### src/ipe_defs.vh
// Constants of the interrupt priority and enable register bank.
// Assumes inclusion by ipe_regs.v only; definitions only.
`ifndef IPE_DEFS_VH
`define IPE_DEFS_VH

// Register indexes; byte address is four times the index
`define IPE_IDX_PRIO_KT 16'hff20
`define IPE_IDX_PRIO_NSCD 16'hff21
`define IPE_IDX_EN_KEYS 16'hff23
`define IPE_IDX_EN_TS 16'hff24
`define IPE_IDX_EN_CD 16'hff25
`define IPE_IDX_FLAG_KEYS 16'hff27
`define IPE_IDX_FLAG_TS 16'hff28
`define IPE_IDX_FLAG_CD 16'hff29

// Internal register slots
`define IPE_SLOT_PRIO_KT 4'h0
`define IPE_SLOT_PRIO_NSCD 4'h1
`define IPE_SLOT_EN_KEYS 4'h2
`define IPE_SLOT_EN_TS 4'h3
`define IPE_SLOT_EN_CD 4'h4
`define IPE_SLOT_FLAG_KEYS 4'h5
`define IPE_SLOT_FLAG_TS 4'h6
`define IPE_SLOT_FLAG_CD 4'h7
`define IPE_SLOT_NONE 4'hf

// Implemented bits of each register
`define IPE_MASK_PRIO 8'hff
`define IPE_MASK_KEYS 8'hf8
`define IPE_MASK_TS 8'hff
`define IPE_MASK_CD 8'hfc

// Reset value of every register
`define IPE_RST_VAL 8'h00

// Priority field positions (lsb of each pair)
`define IPE_POS_KEYHI 6
`define IPE_POS_KEYLO 4
`define IPE_POS_WIDE_B 2
`define IPE_POS_WIDE_A 0
`define IPE_POS_NARROW 6
`define IPE_POS_SERIAL 4
`define IPE_POS_CLOCK 2
`define IPE_POS_DISPLAY 0

// AXI responses
`define IPE_RESP_OKAY 2'b00
`define IPE_RESP_SLVERR 2'b10

`endif

### src/ipe_regs.v
// Interrupt priority, enable and factor flag registers behind AXI4-Lite.
// Assumes event inputs are one-cycle pulses from logic on aclk.
//
// What this block does
// Second priority register: narrow timer, serial, clock timer, display, two bits each.
// First priority register: key high, key low, wide timer b, wide timer a.
// Key enable bits 7..4 enable key lines 3..0 individually.
// Key enable bit 3 enables the whole low key group together.
// Timer enable bits 6..3: timer b match, b underflow, a match, a underflow.
// Timer enable bit 7 enables the narrow timer underflow interrupt.
// Serial enables: transmit done bit 2, receive done 1, receive error 0.
// Clock timer enables: minute 7, 1 Hz 6, 2 Hz 5, 8 Hz 4, 32 Hz 3.
// Clock timer register bit 2 enables the display interrupt.
// Events set flags; writing one clears a flag; enables gate flags to the core.
// Reset clears all bits; unimplemented bits ignore writes and read zero.
// Request only for set flag with enable, carrying its group priority level.
//
// Register access over AXI4-Lite was chosen for this implementation.
`timescale 1ns/100ps
`include "ipe_defs.vh"

module ipe_regs #(
   parameter AW = 18
) (
   // Clock and reset
   input wire aclk,
   input wire aresetn,
   // AXI4-Lite write address
   input wire [AW-1:0] awaddr,
   input wire awvalid,
   output reg awready_r,
   // AXI4-Lite write data
   input wire [31:0] wdata,
   input wire [3:0] wstrb,
   input wire wvalid,
   output reg wready_r,
   // AXI4-Lite write response
   output reg [1:0] bresp_r,
   output reg bvalid_r,
   input wire bready,
   // AXI4-Lite read address
   input wire [AW-1:0] araddr,
   input wire arvalid,
   output reg arready_r,
   // AXI4-Lite read data
   output reg [31:0] rdata_r,
   output reg [1:0] rresp_r,
   output reg rvalid_r,
   input wire rready,
   // Interrupt events, one-cycle pulses
   input wire [4:0] key_evt,
   input wire [7:0] timer_serial_evt,
   input wire [5:0] clock_display_evt,
   // Requests toward the core
   output reg [7:0] grp_req_r,
   output reg [15:0] grp_level_r,
   output reg irq_req_r,
   output reg [1:0] irq_level_r
);

   // Index to register slot
   function [3:0] ipe_slot;
      input [15:0] idx;
      begin
         case (idx)
            `IPE_IDX_PRIO_KT: ipe_slot = `IPE_SLOT_PRIO_KT;
            `IPE_IDX_PRIO_NSCD: ipe_slot = `IPE_SLOT_PRIO_NSCD;
            `IPE_IDX_EN_KEYS: ipe_slot = `IPE_SLOT_EN_KEYS;
            `IPE_IDX_EN_TS: ipe_slot = `IPE_SLOT_EN_TS;
            `IPE_IDX_EN_CD: ipe_slot = `IPE_SLOT_EN_CD;
            `IPE_IDX_FLAG_KEYS: ipe_slot = `IPE_SLOT_FLAG_KEYS;
            `IPE_IDX_FLAG_TS: ipe_slot = `IPE_SLOT_FLAG_TS;
            `IPE_IDX_FLAG_CD: ipe_slot = `IPE_SLOT_FLAG_CD;
            default: ipe_slot = `IPE_SLOT_NONE;
         endcase
      end
   endfunction

   // Held write address and data
   reg [AW-1:0] aw_addr_r;
   reg [31:0] w_data_r;
   reg [3:0] w_strb_r;

   // Register bank
   reg [7:0] priority_keys_timers16_r;
   reg [7:0] priority_timer8_serial_clock_display_r;
   reg [7:0] enable_keys_r;
   reg [7:0] enable_timers_serial_r;
   reg [7:0] enable_clock_timer_display_r;
   reg [7:0] flag_r [0:2];

   wire [3:0] wslot;
   wire [3:0] rslot;
   wire do_wr;
   wire wr_lane;
   wire [7:0] wbyte;
   wire [2:0] fsel;
   wire [7:0] evt_vec [0:2];
   wire [7:0] fmask [0:2];
   wire [7:0] grp_req;
   wire [15:0] grp_level;
   reg [7:0] rbyte;
   reg any_req;
   reg [1:0] top_level;
   integer g;

   assign wslot = ipe_slot(aw_addr_r[AW-1:2]);
   assign rslot = ipe_slot(araddr[AW-1:2]);
   // Both halves of a write held and no response pending
   assign do_wr = ~awready_r & ~wready_r & ~bvalid_r;
   assign wr_lane = do_wr & w_strb_r[0];
   assign wbyte = w_data_r[7:0];

   // Named fields of the first priority register
   wire keyhi_prio_msb = priority_keys_timers16_r[7];
   wire keyhi_prio_lsb = priority_keys_timers16_r[6];
   wire keylo_prio_msb = priority_keys_timers16_r[5];
   wire keylo_prio_lsb = priority_keys_timers16_r[4];
   wire wide_timer_b_prio_msb = priority_keys_timers16_r[3];
   wire wide_timer_b_prio_lsb = priority_keys_timers16_r[2];
   wire wide_timer_a_prio_msb = priority_keys_timers16_r[1];
   wire wide_timer_a_prio_lsb = priority_keys_timers16_r[0];

   // Named fields of the second priority register
   wire narrow_timer_prio_msb = priority_timer8_serial_clock_display_r[7];
   wire narrow_timer_prio_lsb = priority_timer8_serial_clock_display_r[6];
   wire serial_prio_msb = priority_timer8_serial_clock_display_r[5];
   wire serial_prio_lsb = priority_timer8_serial_clock_display_r[4];
   wire clock_timer_prio_msb = priority_timer8_serial_clock_display_r[3];
   wire clock_timer_prio_lsb = priority_timer8_serial_clock_display_r[2];
   wire display_prio_msb = priority_timer8_serial_clock_display_r[1];
   wire display_prio_lsb = priority_timer8_serial_clock_display_r[0];

   // Named enables
   wire key_line3_en = enable_keys_r[7];
   wire key_line2_en = enable_keys_r[6];
   wire key_line1_en = enable_keys_r[5];
   wire key_line0_en = enable_keys_r[4];
   wire key_group_low_en = enable_keys_r[3];
   wire narrow_timer_underflow_en = enable_timers_serial_r[7];
   wire wide_timer_b_match_en = enable_timers_serial_r[6];
   wire wide_timer_b_underflow_en = enable_timers_serial_r[5];
   wire wide_timer_a_match_en = enable_timers_serial_r[4];
   wire wide_timer_a_underflow_en = enable_timers_serial_r[3];
   wire serial_tx_done_en = enable_timers_serial_r[2];
   wire serial_rx_done_en = enable_timers_serial_r[1];
   wire serial_rx_error_en = enable_timers_serial_r[0];
   wire minute_tick_en = enable_clock_timer_display_r[7];
   wire tick_1hz_en = enable_clock_timer_display_r[6];
   wire tick_2hz_en = enable_clock_timer_display_r[5];
   wire tick_8hz_en = enable_clock_timer_display_r[4];
   wire tick_32hz_en = enable_clock_timer_display_r[3];
   wire display_irq_en = enable_clock_timer_display_r[2];

   // Named flags
   wire key_line3_flag = flag_r[0][7];
   wire [3:0] key_hi_flags = {key_line3_flag, flag_r[0][6:4]};
   wire key_lo_flag = flag_r[0][3];

   // Write address channel
   always @(posedge aclk) begin
      if (!aresetn) begin
         awready_r <= 1'b1;
         aw_addr_r <= {AW{1'b0}};
      end else if (awvalid && awready_r) begin
         awready_r <= 1'b0;
         aw_addr_r <= awaddr;
      end else if (bvalid_r && bready) begin
         awready_r <= 1'b1;
      end
   end

   // Write data channel
   always @(posedge aclk) begin
      if (!aresetn) begin
         wready_r <= 1'b1;
         w_data_r <= 32'h0000_0000;
         w_strb_r <= 4'h0;
      end else if (wvalid && wready_r) begin
         wready_r <= 1'b0;
         w_data_r <= wdata;
         w_strb_r <= wstrb;
      end else if (bvalid_r && bready) begin
         wready_r <= 1'b1;
      end
   end

   // Write response
   always @(posedge aclk) begin
      if (!aresetn) begin
         bvalid_r <= 1'b0;
         bresp_r <= `IPE_RESP_OKAY;
      end else if (do_wr) begin
         bvalid_r <= 1'b1;
         if (wslot == `IPE_SLOT_NONE) begin
            bresp_r <= `IPE_RESP_SLVERR;
         end else begin
            bresp_r <= `IPE_RESP_OKAY;
         end
      end else if (bready) begin
         bvalid_r <= 1'b0;
      end
   end

   // Priority and enable registers
   always @(posedge aclk) begin
      if (!aresetn) begin
         priority_keys_timers16_r <= `IPE_RST_VAL;
         priority_timer8_serial_clock_display_r <= `IPE_RST_VAL;
         enable_keys_r <= `IPE_RST_VAL;
         enable_timers_serial_r <= `IPE_RST_VAL;
         enable_clock_timer_display_r <= `IPE_RST_VAL;
      end else if (wr_lane) begin
         case (wslot)
            `IPE_SLOT_PRIO_KT: begin
               priority_keys_timers16_r <= wbyte & `IPE_MASK_PRIO;
            end
            `IPE_SLOT_PRIO_NSCD: begin
               priority_timer8_serial_clock_display_r <= wbyte & `IPE_MASK_PRIO;
            end
            `IPE_SLOT_EN_KEYS: begin
               // Unused low bits dropped
               enable_keys_r <= wbyte & `IPE_MASK_KEYS; // see R3 see R4
            end
            `IPE_SLOT_EN_TS: begin
               enable_timers_serial_r <= wbyte & `IPE_MASK_TS; // see R5 see R6
            end
            `IPE_SLOT_EN_CD: begin
               enable_clock_timer_display_r <= wbyte & `IPE_MASK_CD; // see R8 see R9
            end
            default: begin
            end
         endcase
      end
   end

   // Factor flags: set wins over a clear in the same cycle
   assign fsel = {wslot == `IPE_SLOT_FLAG_CD, wslot == `IPE_SLOT_FLAG_TS,
                  wslot == `IPE_SLOT_FLAG_KEYS};
   assign evt_vec[0] = {key_evt, 3'b000};
   assign evt_vec[1] = timer_serial_evt;
   assign evt_vec[2] = {clock_display_evt, 2'b00};
   assign fmask[0] = `IPE_MASK_KEYS;
   assign fmask[1] = `IPE_MASK_TS;
   assign fmask[2] = `IPE_MASK_CD;

   genvar i;
   generate
      for (i = 0; i < 3; i = i + 1) begin : g_flag
         wire [7:0] clr = (wr_lane && fsel[i]) ? wbyte : 8'h00;
         always @(posedge aclk) begin
            if (!aresetn) begin
               flag_r[i] <= `IPE_RST_VAL;
            end else begin
               // Writing one clears, zero leaves alone
               flag_r[i] <= (evt_vec[i] | (flag_r[i] & ~clr)) & fmask[i];
            end
         end
      end
   endgenerate

   // Read mux; unimplemented bits are held at zero
   always @* begin
      case (rslot)
         `IPE_SLOT_PRIO_KT: rbyte = priority_keys_timers16_r;
         `IPE_SLOT_PRIO_NSCD: rbyte = priority_timer8_serial_clock_display_r;
         `IPE_SLOT_EN_KEYS: rbyte = enable_keys_r;
         `IPE_SLOT_EN_TS: rbyte = enable_timers_serial_r;
         `IPE_SLOT_EN_CD: rbyte = enable_clock_timer_display_r;
         `IPE_SLOT_FLAG_KEYS: rbyte = flag_r[0];
         `IPE_SLOT_FLAG_TS: rbyte = flag_r[1];
         `IPE_SLOT_FLAG_CD: rbyte = flag_r[2];
         default: rbyte = 8'h00;
      endcase
   end

   // Read channel
   always @(posedge aclk) begin
      if (!aresetn) begin
         arready_r <= 1'b1;
         rvalid_r <= 1'b0;
         rdata_r <= 32'h0000_0000;
         rresp_r <= `IPE_RESP_OKAY;
      end else if (arvalid && arready_r) begin
         arready_r <= 1'b0;
         rvalid_r <= 1'b1;
         rdata_r <= {24'h00_0000, rbyte};
         if (rslot == `IPE_SLOT_NONE) begin
            rresp_r <= `IPE_RESP_SLVERR;
         end else begin
            rresp_r <= `IPE_RESP_OKAY;
         end
      end else if (rvalid_r && rready) begin
         rvalid_r <= 1'b0;
         arready_r <= 1'b1;
      end
   end

   // Group requests: flag and enable both set
   assign grp_req[7] = |(key_hi_flags &
                         {key_line3_en, key_line2_en, key_line1_en, key_line0_en});
   assign grp_req[6] = key_lo_flag & key_group_low_en;
   assign grp_req[5] = |(flag_r[1][6:5] & {wide_timer_b_match_en, wide_timer_b_underflow_en});
   assign grp_req[4] = |(flag_r[1][4:3] & {wide_timer_a_match_en, wide_timer_a_underflow_en});
   assign grp_req[3] = flag_r[1][7] & narrow_timer_underflow_en;
   assign grp_req[2] = |(flag_r[1][2:0] &
                         {serial_tx_done_en, serial_rx_done_en, serial_rx_error_en});
   assign grp_req[1] = |(flag_r[2][7:3] &
                         {minute_tick_en, tick_1hz_en, tick_2hz_en, tick_8hz_en, tick_32hz_en});
   assign grp_req[0] = flag_r[2][2] & display_irq_en;

   // Group levels, eleven is level 3 down to 00 as level 0
   assign grp_level[15:14] = {keyhi_prio_msb, keyhi_prio_lsb};
   assign grp_level[13:12] = {keylo_prio_msb, keylo_prio_lsb};
   assign grp_level[11:10] = {wide_timer_b_prio_msb, wide_timer_b_prio_lsb};
   assign grp_level[9:8] = {wide_timer_a_prio_msb, wide_timer_a_prio_lsb};
   assign grp_level[7:6] = {narrow_timer_prio_msb, narrow_timer_prio_lsb};
   assign grp_level[5:4] = {serial_prio_msb, serial_prio_lsb};
   assign grp_level[3:2] = {clock_timer_prio_msb, clock_timer_prio_lsb};
   assign grp_level[1:0] = {display_prio_msb, display_prio_lsb};

   // Highest level among requesting groups
   always @* begin
      any_req = 1'b0;
      top_level = 2'b00;
      for (g = 0; g < 8; g = g + 1) begin
         if (grp_req[g]) begin
            if (!any_req || grp_level[2*g +: 2] > top_level) begin
               top_level = grp_level[2*g +: 2];
            end
            any_req = 1'b1;
         end
      end
   end

   // Registered request outputs
   always @(posedge aclk) begin
      if (!aresetn) begin
         grp_req_r <= 8'h00;
         grp_level_r <= 16'h0000;
         irq_req_r <= 1'b0;
         irq_level_r <= 2'b00;
      end else begin
         grp_req_r <= grp_req; // see R10
         grp_level_r <= grp_level;
         irq_req_r <= any_req;
         irq_level_r <= top_level;
      end
   end

endmodule

### config.mk
export PLATFORM = sky130hd
export DESIGN_NAME = ipe_regs
export DESIGN_NICKNAME = d
export VERILOG_FILES = /design/src/ipe_regs.v
export VERILOG_INCLUDE_DIRS = /design/src
export SDC_FILE = /design/constraint.sdc
export NUM_CORES = 1
export LEC_CHECK = 0
export ABC_AREA = 1
export BUFFER_PORTS_ARGS = -buffer_cell sky130_fd_sc_hd__buf_2
export CAP_MARGIN = 20
export CORE_MARGIN = 8
export CORE_UTILIZATION = 58
export CTS_BUF_LIST = sky130_fd_sc_hd__clkbuf_2 sky130_fd_sc_hd__clkbuf_4 sky130_fd_sc_hd__clkbuf_8
export DETAILED_ROUTE_END_ITERATION = 6
export HOLD_SLACK_MARGIN = 0.05
export PLACE_DENSITY = 0.95
export SLEW_MARGIN = 5
export SYNTH_ARGS = -nofsm -noshare
export SYNTH_HDL_FRONTEND = slang
export SYNTH_SLANG_ARGS = --single-unit
export TNS_END_PERCENT = 100
### constraint.sdc
create_clock -name aclk -period 20.2 [get_ports aclk]
set_input_delay 4.04 -clock aclk [delete_from_list [all_inputs] [get_ports aclk]]
set_output_delay 4.04 -clock aclk [all_outputs]
set_load 0.01 [all_outputs]
# After elaboration in Yosys (flattened, before gate mapping)
# Memories as Yosys holds them, arrays and structs flattened.
# Cells that the tools add are included.
classes:
  magnitude_cmp: 7
  eq_ne: 32
  muxes: 45
  n_bitwise: 26
  reduce_logical: 38
op_table:
  columns: ["cell", "n"]
  rows:
  - ["16-bit == test (second input constant)", 16]
  - ["4-bit one-hot mux with 8 select lines", 2]
  - ["8-bit one-hot mux with 8 select lines", 1]
  - ["8-bit two-way mux", 6]
  - ["2-bit two-way mux", 17]
  - ["4-bit by 3-bit == test with 1-bit output (second input constant)", 8]
  - ["8-bit bitwise AND", 3]
  - ["8-bit NOT", 3]
  - ["8-bit bitwise OR", 3]
  - ["1-bit two-way mux", 19]
  - ["4-bit by 2-bit == test with 1-bit output (second input constant)", 4]
  - ["2-bit greater-than comparator", 7]
  - ["2-bit AND reduction", 5]
  - ["4-bit by 1-bit == test with 1-bit output (second input constant)", 2]
  - ["4-bit == test (second input constant)", 2]
  - ["1-bit logical AND", 8]
  - ["4-bit zero test", 2]
  - ["2-bit nonzero test", 4]
  - ["1-bit zero test", 7]
  - ["1-bit logical OR", 7]
  - ["1-bit bitwise AND", 6]
  - ["5-bit bitwise AND", 1]
  - ["5-bit OR reduction", 1]
  - ["2-bit bitwise AND", 2]
  - ["7 further kinds", 12]
word_totals:
  ff_bits: 106
  ram_bits: 24
  inputBits: 98
  out_inout_bits: 68
  wordCells: 169
  n_memories: 1
memory_table:
  columns: ["name", "words", "word_bits", "rd", "rd_ports_with_merged_regs", "wr", "line_no", "source"]
  rows:
  - ["flag_r", 3, 8, 3, 0, 3, "ipe_regs.v:90", "reg [7:0] flag_r [0:2];"]

# Logic depth before layout (Yosys ltp)
# An unclocked memory read counts as a cell.
logic_depth:
  depth_word: 31
  depth_mapped: 63
  mapped_depth_nobuf: 63

# Worst setup path before layout
# No wires, ideal clock.
synth_path:
  path_type: "reg2reg"
  from: "reg enable_clock_timer_display_r[2]"
  to: "reg irq_level_r[0]"
  setup_time_ns: 0.109
  t_arrival_ns: 6.422
  required_ns: 20.091
  path_slack_ns: 13.669
  stages_incl_launch_ff: 62
  n_path_buf: 0
  synth_period_minus_slack_ns: 6.531
  cell_sequence: "dfxtp_1 > nand2_1 > inv_2 > nand2_1 > ha_1 > nand2_1 > nand2_1 > nand2_1 > nand2_2 > nand2_4 > nand2_1 > o21ai_1 > ha_1 > or2_2 > o22ai_1 > inv_1 > nand2_1 > nand2_1 > (+26 left out) > ha_1 > nand2_1 > o21ai_0 > o21ai_1 > nand2_1 > clkinv_1 > o21ai_1 > inv_2 > ha_1 > inv_1 > nor2_1 > o21ai_0 > nand2_1 > nand2_1 > o21ai_0 > inv_1 > nand2_1 > inv_1"
synth_via:
  elab_chain_len: 30
  word_cells_on_any_way: 44
  cone_classes: "order compare (7); mux (22); bitwise (1); reduce/logical (14)"
synth_lines:
  columns: ["element", "line_no", "source"]
  rows:
  - ["start: declaration", "ipe_regs.v:89", "reg [7:0] enable_clock_timer_display_r;"]
  - ["start signal: assignment", "ipe_regs.v:212", "enable_clock_timer_display_r <= `IPE_RST_VAL;"]
  - ["start signal: assignment", "ipe_regs.v:229", "enable_clock_timer_display_r <= wbyte & `IPE_MASK_CD;"]
  - ["1-bit bitwise AND (*)", "ipe_regs.v:310", "assign grp_req[0] = flag_r[2][2] & display_irq_en;"]
  - ["2-bit two-way mux or 1-bit two-way mux (tied branches)", "ipe_regs.v:327", "if (grp_req[g]) begin"]
  - ["2-bit greater-than comparator or 1-bit zero test (tied branches)", "ipe_regs.v:328", "if (!any_req || grp_level[2*g +: 2] > top_level) begin"]
  - ["1-bit logical OR", "ipe_regs.v:328", null]
  - ["2-bit two-way mux", "ipe_regs.v:328", null]
  - ["2-bit two-way mux", "ipe_regs.v:327", null]
  - ["2-bit greater-than comparator", "ipe_regs.v:328", null]
  - ["1-bit logical OR", "ipe_regs.v:328", null]
  - ["(+14 left out)", null, null]
  - ["2-bit greater-than comparator", "ipe_regs.v:328", null]
  - ["1-bit logical OR", "ipe_regs.v:328", null]
  - ["2-bit two-way mux", "ipe_regs.v:328", null]
  - ["2-bit two-way mux", "ipe_regs.v:327", null]
  - ["2-bit greater-than comparator", "ipe_regs.v:328", null]
  - ["1-bit logical OR", "ipe_regs.v:328", null]
  - ["2-bit two-way mux", "ipe_regs.v:328", null]
  - ["2-bit two-way mux (*)", "ipe_regs.v:327", null]
  - ["end signal: assignment", "ipe_regs.v:347", "irq_level_r <= top_level;"]
  - ["end: declaration", "ipe_regs.v:58", "output reg [1:0] irq_level_r"]
# Mark *: on every way between the ends. The rest lies on a longest branch, timed or not.
# A chain may end at the register's enable or synchronous reset.

==> key figures <==
Run status
  • Status: complete, no violations

Setup path
  • Most used cell, CP: nand2_1
  • CP max stage cell: dfxtp_1
  • End point of the critical path: irq_level_r[0]
  • Critical R2R Launch: flag_r[2][2]
  • CP endpoint kind: register
  • Reg2reg end: irq_level_r[0]
  • Critical Path Source Type: register
  • CP Launch Point: flag_r[2][2]
  • WS Path Type: register to register
  • CP max FO: 5
  • Critical Path RT: 20.54 ns
  • Worst Path Arrival: 7.99 ns
  • Reg-to-reg slack, setup: 12.55 ns
  • Worst-case reg-to-reg path depth: 60
  • Critical Path Max Stage Delay: 0.38 ns

Clock tree
  • Resized cells post-CTS: 0
  • Worst skew pair latency: 0.44 ns
  • Worst-path clk slew: 0.07 ns
  • Root Driver: clkbuf_8
  • Buffer depth of the longest clock path: 2
  • CTS HTree Levels: 4
  • Clock tree sinks: 121
  • CTS tree: yes
  • Number of hold buffers added after CTS: 0
  • Post-CTS Setup Inserts: 0
  • Total CTS buffers: 17

Power
  • Switching part of the total power: 0.243
  • Logic gate share of total power: 0.066
  • Clock Power Share: 0.457
  • Internal: 0.000404 W
  • Sequential power share: 0.477
  • Peak VDD IR: 0.0000439 V
  • P_sw: 0.000129 W
  • Leak: 3.21 nW
  • Total power divided by cell area: 79.3 nW/um^2

GRT
  • GRT Util Overall: 0.233
  • Grt met3 use: 0.0557
  • Initial antenna violation count: 0
  • Met1 Use GR: 0.277
  • Vias in the first global route: 5352
  • Met2 usage in global routing: 0.375
  • First-pass GRT wire length: 24700 um
  • Pin count of the biggest net entering global routing: 74
  • GRT busiest layer: met2
  • Global route overflow: 0

Detailed routing
  • Routed WL: 15200 um
  • DR WL/cell: 14.3 um
  • Via Count: 5562
  • Drt drc: 0
  • Pre-antenna DRT Iters: 5
  • Via density: 5.24
  • Antenna Nets Post-Route: 0
  • Initial drt markers: 459

STA
  • RSZ-0062 raised after global routing: no
  • Final Skew: 0.0107 ns
  • Worst Tran Pin Value: 0.800 ns
  • Final period utilization: 0.379
  • Slew headroom: 0.467
  • Setup_tns: 0 ns
  • # setup viols final: 0
  • Final Hold Violating Endpoints: 0
  • Slew Limit Fails: 0
  • Max Clk Rate: 0.131 GHz
  • Tmin final: 7.65 ns

Logic synthesis
  • Post-synth ARST share: 0
  • Synthesized flop and latch total: 121
  • Synth Flop Type: dfxtp_1
  • Yosys cell types: 40
  • Sequential share of the synthesized area: 0.424
  • Cells after Synth: 806
  • Synth Cell Area: 5720 um^2
  • Syn avg cell area: 7.10 um^2
  • Number of synthesized flops with an enable pin: 0
  • Synth warnings: 0

Floorplan
  • DIE AREA: 13300 um^2
  • Die Wd: 115 um
  • Row cnt: 36
  • Die Y: 115 um
  • Initial core utilization: 0.591
  • Core ar.: 9680 um^2
  • I/O pins: 166

Finish
  • Share of cells above drive strength 1: 0.195
  • Layout net count: 1024
  • Ant. Diodes: 0
  • Area of the multi-input gates: 2590 um^2
  • Sequential Area: 2420 um^2
  • Synth-to-Final Area Change: 17.5%
  • Fill count: 795
  • Layout Cell Area excl Fill: 6720 um^2

Placed design
  • Area post-placement: 6270 um^2
  • GP Congestion: 0.935
  • # port buffers: 108
  • Hpwl dp: 11000 um

Min path
  • Worst Hold Class: register to register

Run
  • Maxcap violations: 0
==> logic make-up after synthesis <==
family,after synthesis,synth area share
buffers and inverters,183,0.139
AO/OA/AOI/OAI,178,0.170
flip-flops,121,0.424
AND/OR/NAND/NOR,313,0.245
other,1,0.000656
adder cells (fa/ha/maj),10,0.0219
==> power groups by stage <==
stage	clock (W)	combinational, W	sequential (W)
2_1_floorplan	0	0.0000256	0.000257
3_3_place_gp	0	0.0000333	0.000259
3_5_place_dp	0	0.0000345	0.000259
4_1_cts	0.000245	0.0000347	0.000254
5_1_grt	0.000257	0.0000397	0.000255
6_report	0.000244	0.0000349	0.000254
==> worst min path at each step <==
stage / start / to / depth (start not counted)
5_1_grt: enable_timers_serial_r[5] / enable_timers_serial_r[5] / 2
3_3_place_gp: priority_timer8_serial_clock_display_r[2] / grp_level_r[2] / 2
6_report: priority_timer8_serial_clock_display_r[2] / grp_level_r[2] / 2
3_5_place_dp: priority_timer8_serial_clock_display_r[2] / grp_level_r[2] / 2
4_1_cts: priority_timer8_serial_clock_display_r[2] / grp_level_r[2] / 2
2_1_floorplan: priority_timer8_serial_clock_display_r[2] / grp_level_r[2] / 2
==> flip-flops by register name, summed over array words and instances (netlist names), 2 cells and up <==
register                                flops
irq_level_r                                 2
aw_addr_r                                  16
enable_keys_r                               5
w_data_r                                    8
priority_keys_timers16_r                    8
enable_clock_timer_display_r                6
grp_level_r                                16
enable_timers_serial_r                      8
flag_r                                     19
priority_timer8_serial_clock_display_r      8
rdata_r                                     8
grp_req_r                                   8
==> worst max-delay path, delay by kind of cell, from the launching register on <==
kind / cells / cell delay (ns)
flops: 1 / 0.38
buf+inv: 13 / 0.77
simple gates: 28 / 2.70
compound gates: 12 / 1.70
fa+ha+maj: 7 / 1.96
==> layer usage <==
layer | part of all wire | routed length (um)
met1 | 0.41 | 6160
met2 | 0.46 | 6970
met3 | 0.092 | 1400
met4 | 0.044 | 661
met5 | 0 | 0
==> cell type report <==
| cell class | instances | area share |
|---|---|---|
| Clock buffer | 21 | 0.0421 |
| Timing Repair Buffer | 109 | 0.0816 |
| Inverter | 140 | 0.0797 |
| Sequential cell | 121 | 0.361 |
| Clock inverter | 11 | 0.0251 |
| Tap cell | 133 | 0.0248 |
| Multi-Input combinational cell | 527 | 0.386 |
==> Yosys cell counts (all sizes together), types with 2 or more instances <==
cell type | number | area share
nand2 | 195 | 0.13
inv | 136 | 0.089
dfxtp | 121 | 0.42
a21oi | 86 | 0.077
o21ai | 61 | 0.053
nor2 | 60 | 0.041
buf | 27 | 0.035
nand3 | 25 | 0.025
o22ai | 19 | 0.021
clkbuf | 16 | 0.011
nor3 | 14 | 0.017
ha | 10 | 0.022
nand4 | 9 | 0.012
nor4 | 7 | 0.013
clkinv | 4 | 0.0044
o41ai | 4 | 0.0061
o2111ai | 3 | 0.0046
or2 | 2 | 0.0022
==> layout by cell type, fill, tap and decap left out, drive strengths merged, types with 2 or more instances in the layout <==
cell,netlist,final
nor3,14,14
bufinv,0,4
nand2,195,195
or2,2,2
clkinv,4,7
nor2,60,60
nor4,7,7
nand4,9,9
nand3,25,25
clkbuf,16,21
clkinvlp,0,4
o2111ai,3,3
ha,10,10
o22ai,19,19
conb,1,26
a21oi,86,86
o21ai,61,61
o41ai,4,4
buf,27,109
dfxtp,121,121
inv,136,136
==> metrics by stage <==
step | utilization | hold WS, ns | std cells | power (W) | worst slack [ns]
CTS | 0.694 | 0.442 | 1062 | 0.000533 | 12.61
finish | 0.694 | 0.448 | 1062 | 0.000533 | 12.55
global route | 0.694 | 0.488 | 1062 | 0.000551 | 11.87
detailed placement | 0.647 | 0.432 | 1030 | 0.000294 | 12.81
floorplan | - | 0.420 | 831 | 0.000283 | 13.67
global placement | 0.647 | 0.435 | 1030 | 0.000292 | 13.12
No activity file was read; power rests on OpenSTA's default activity.
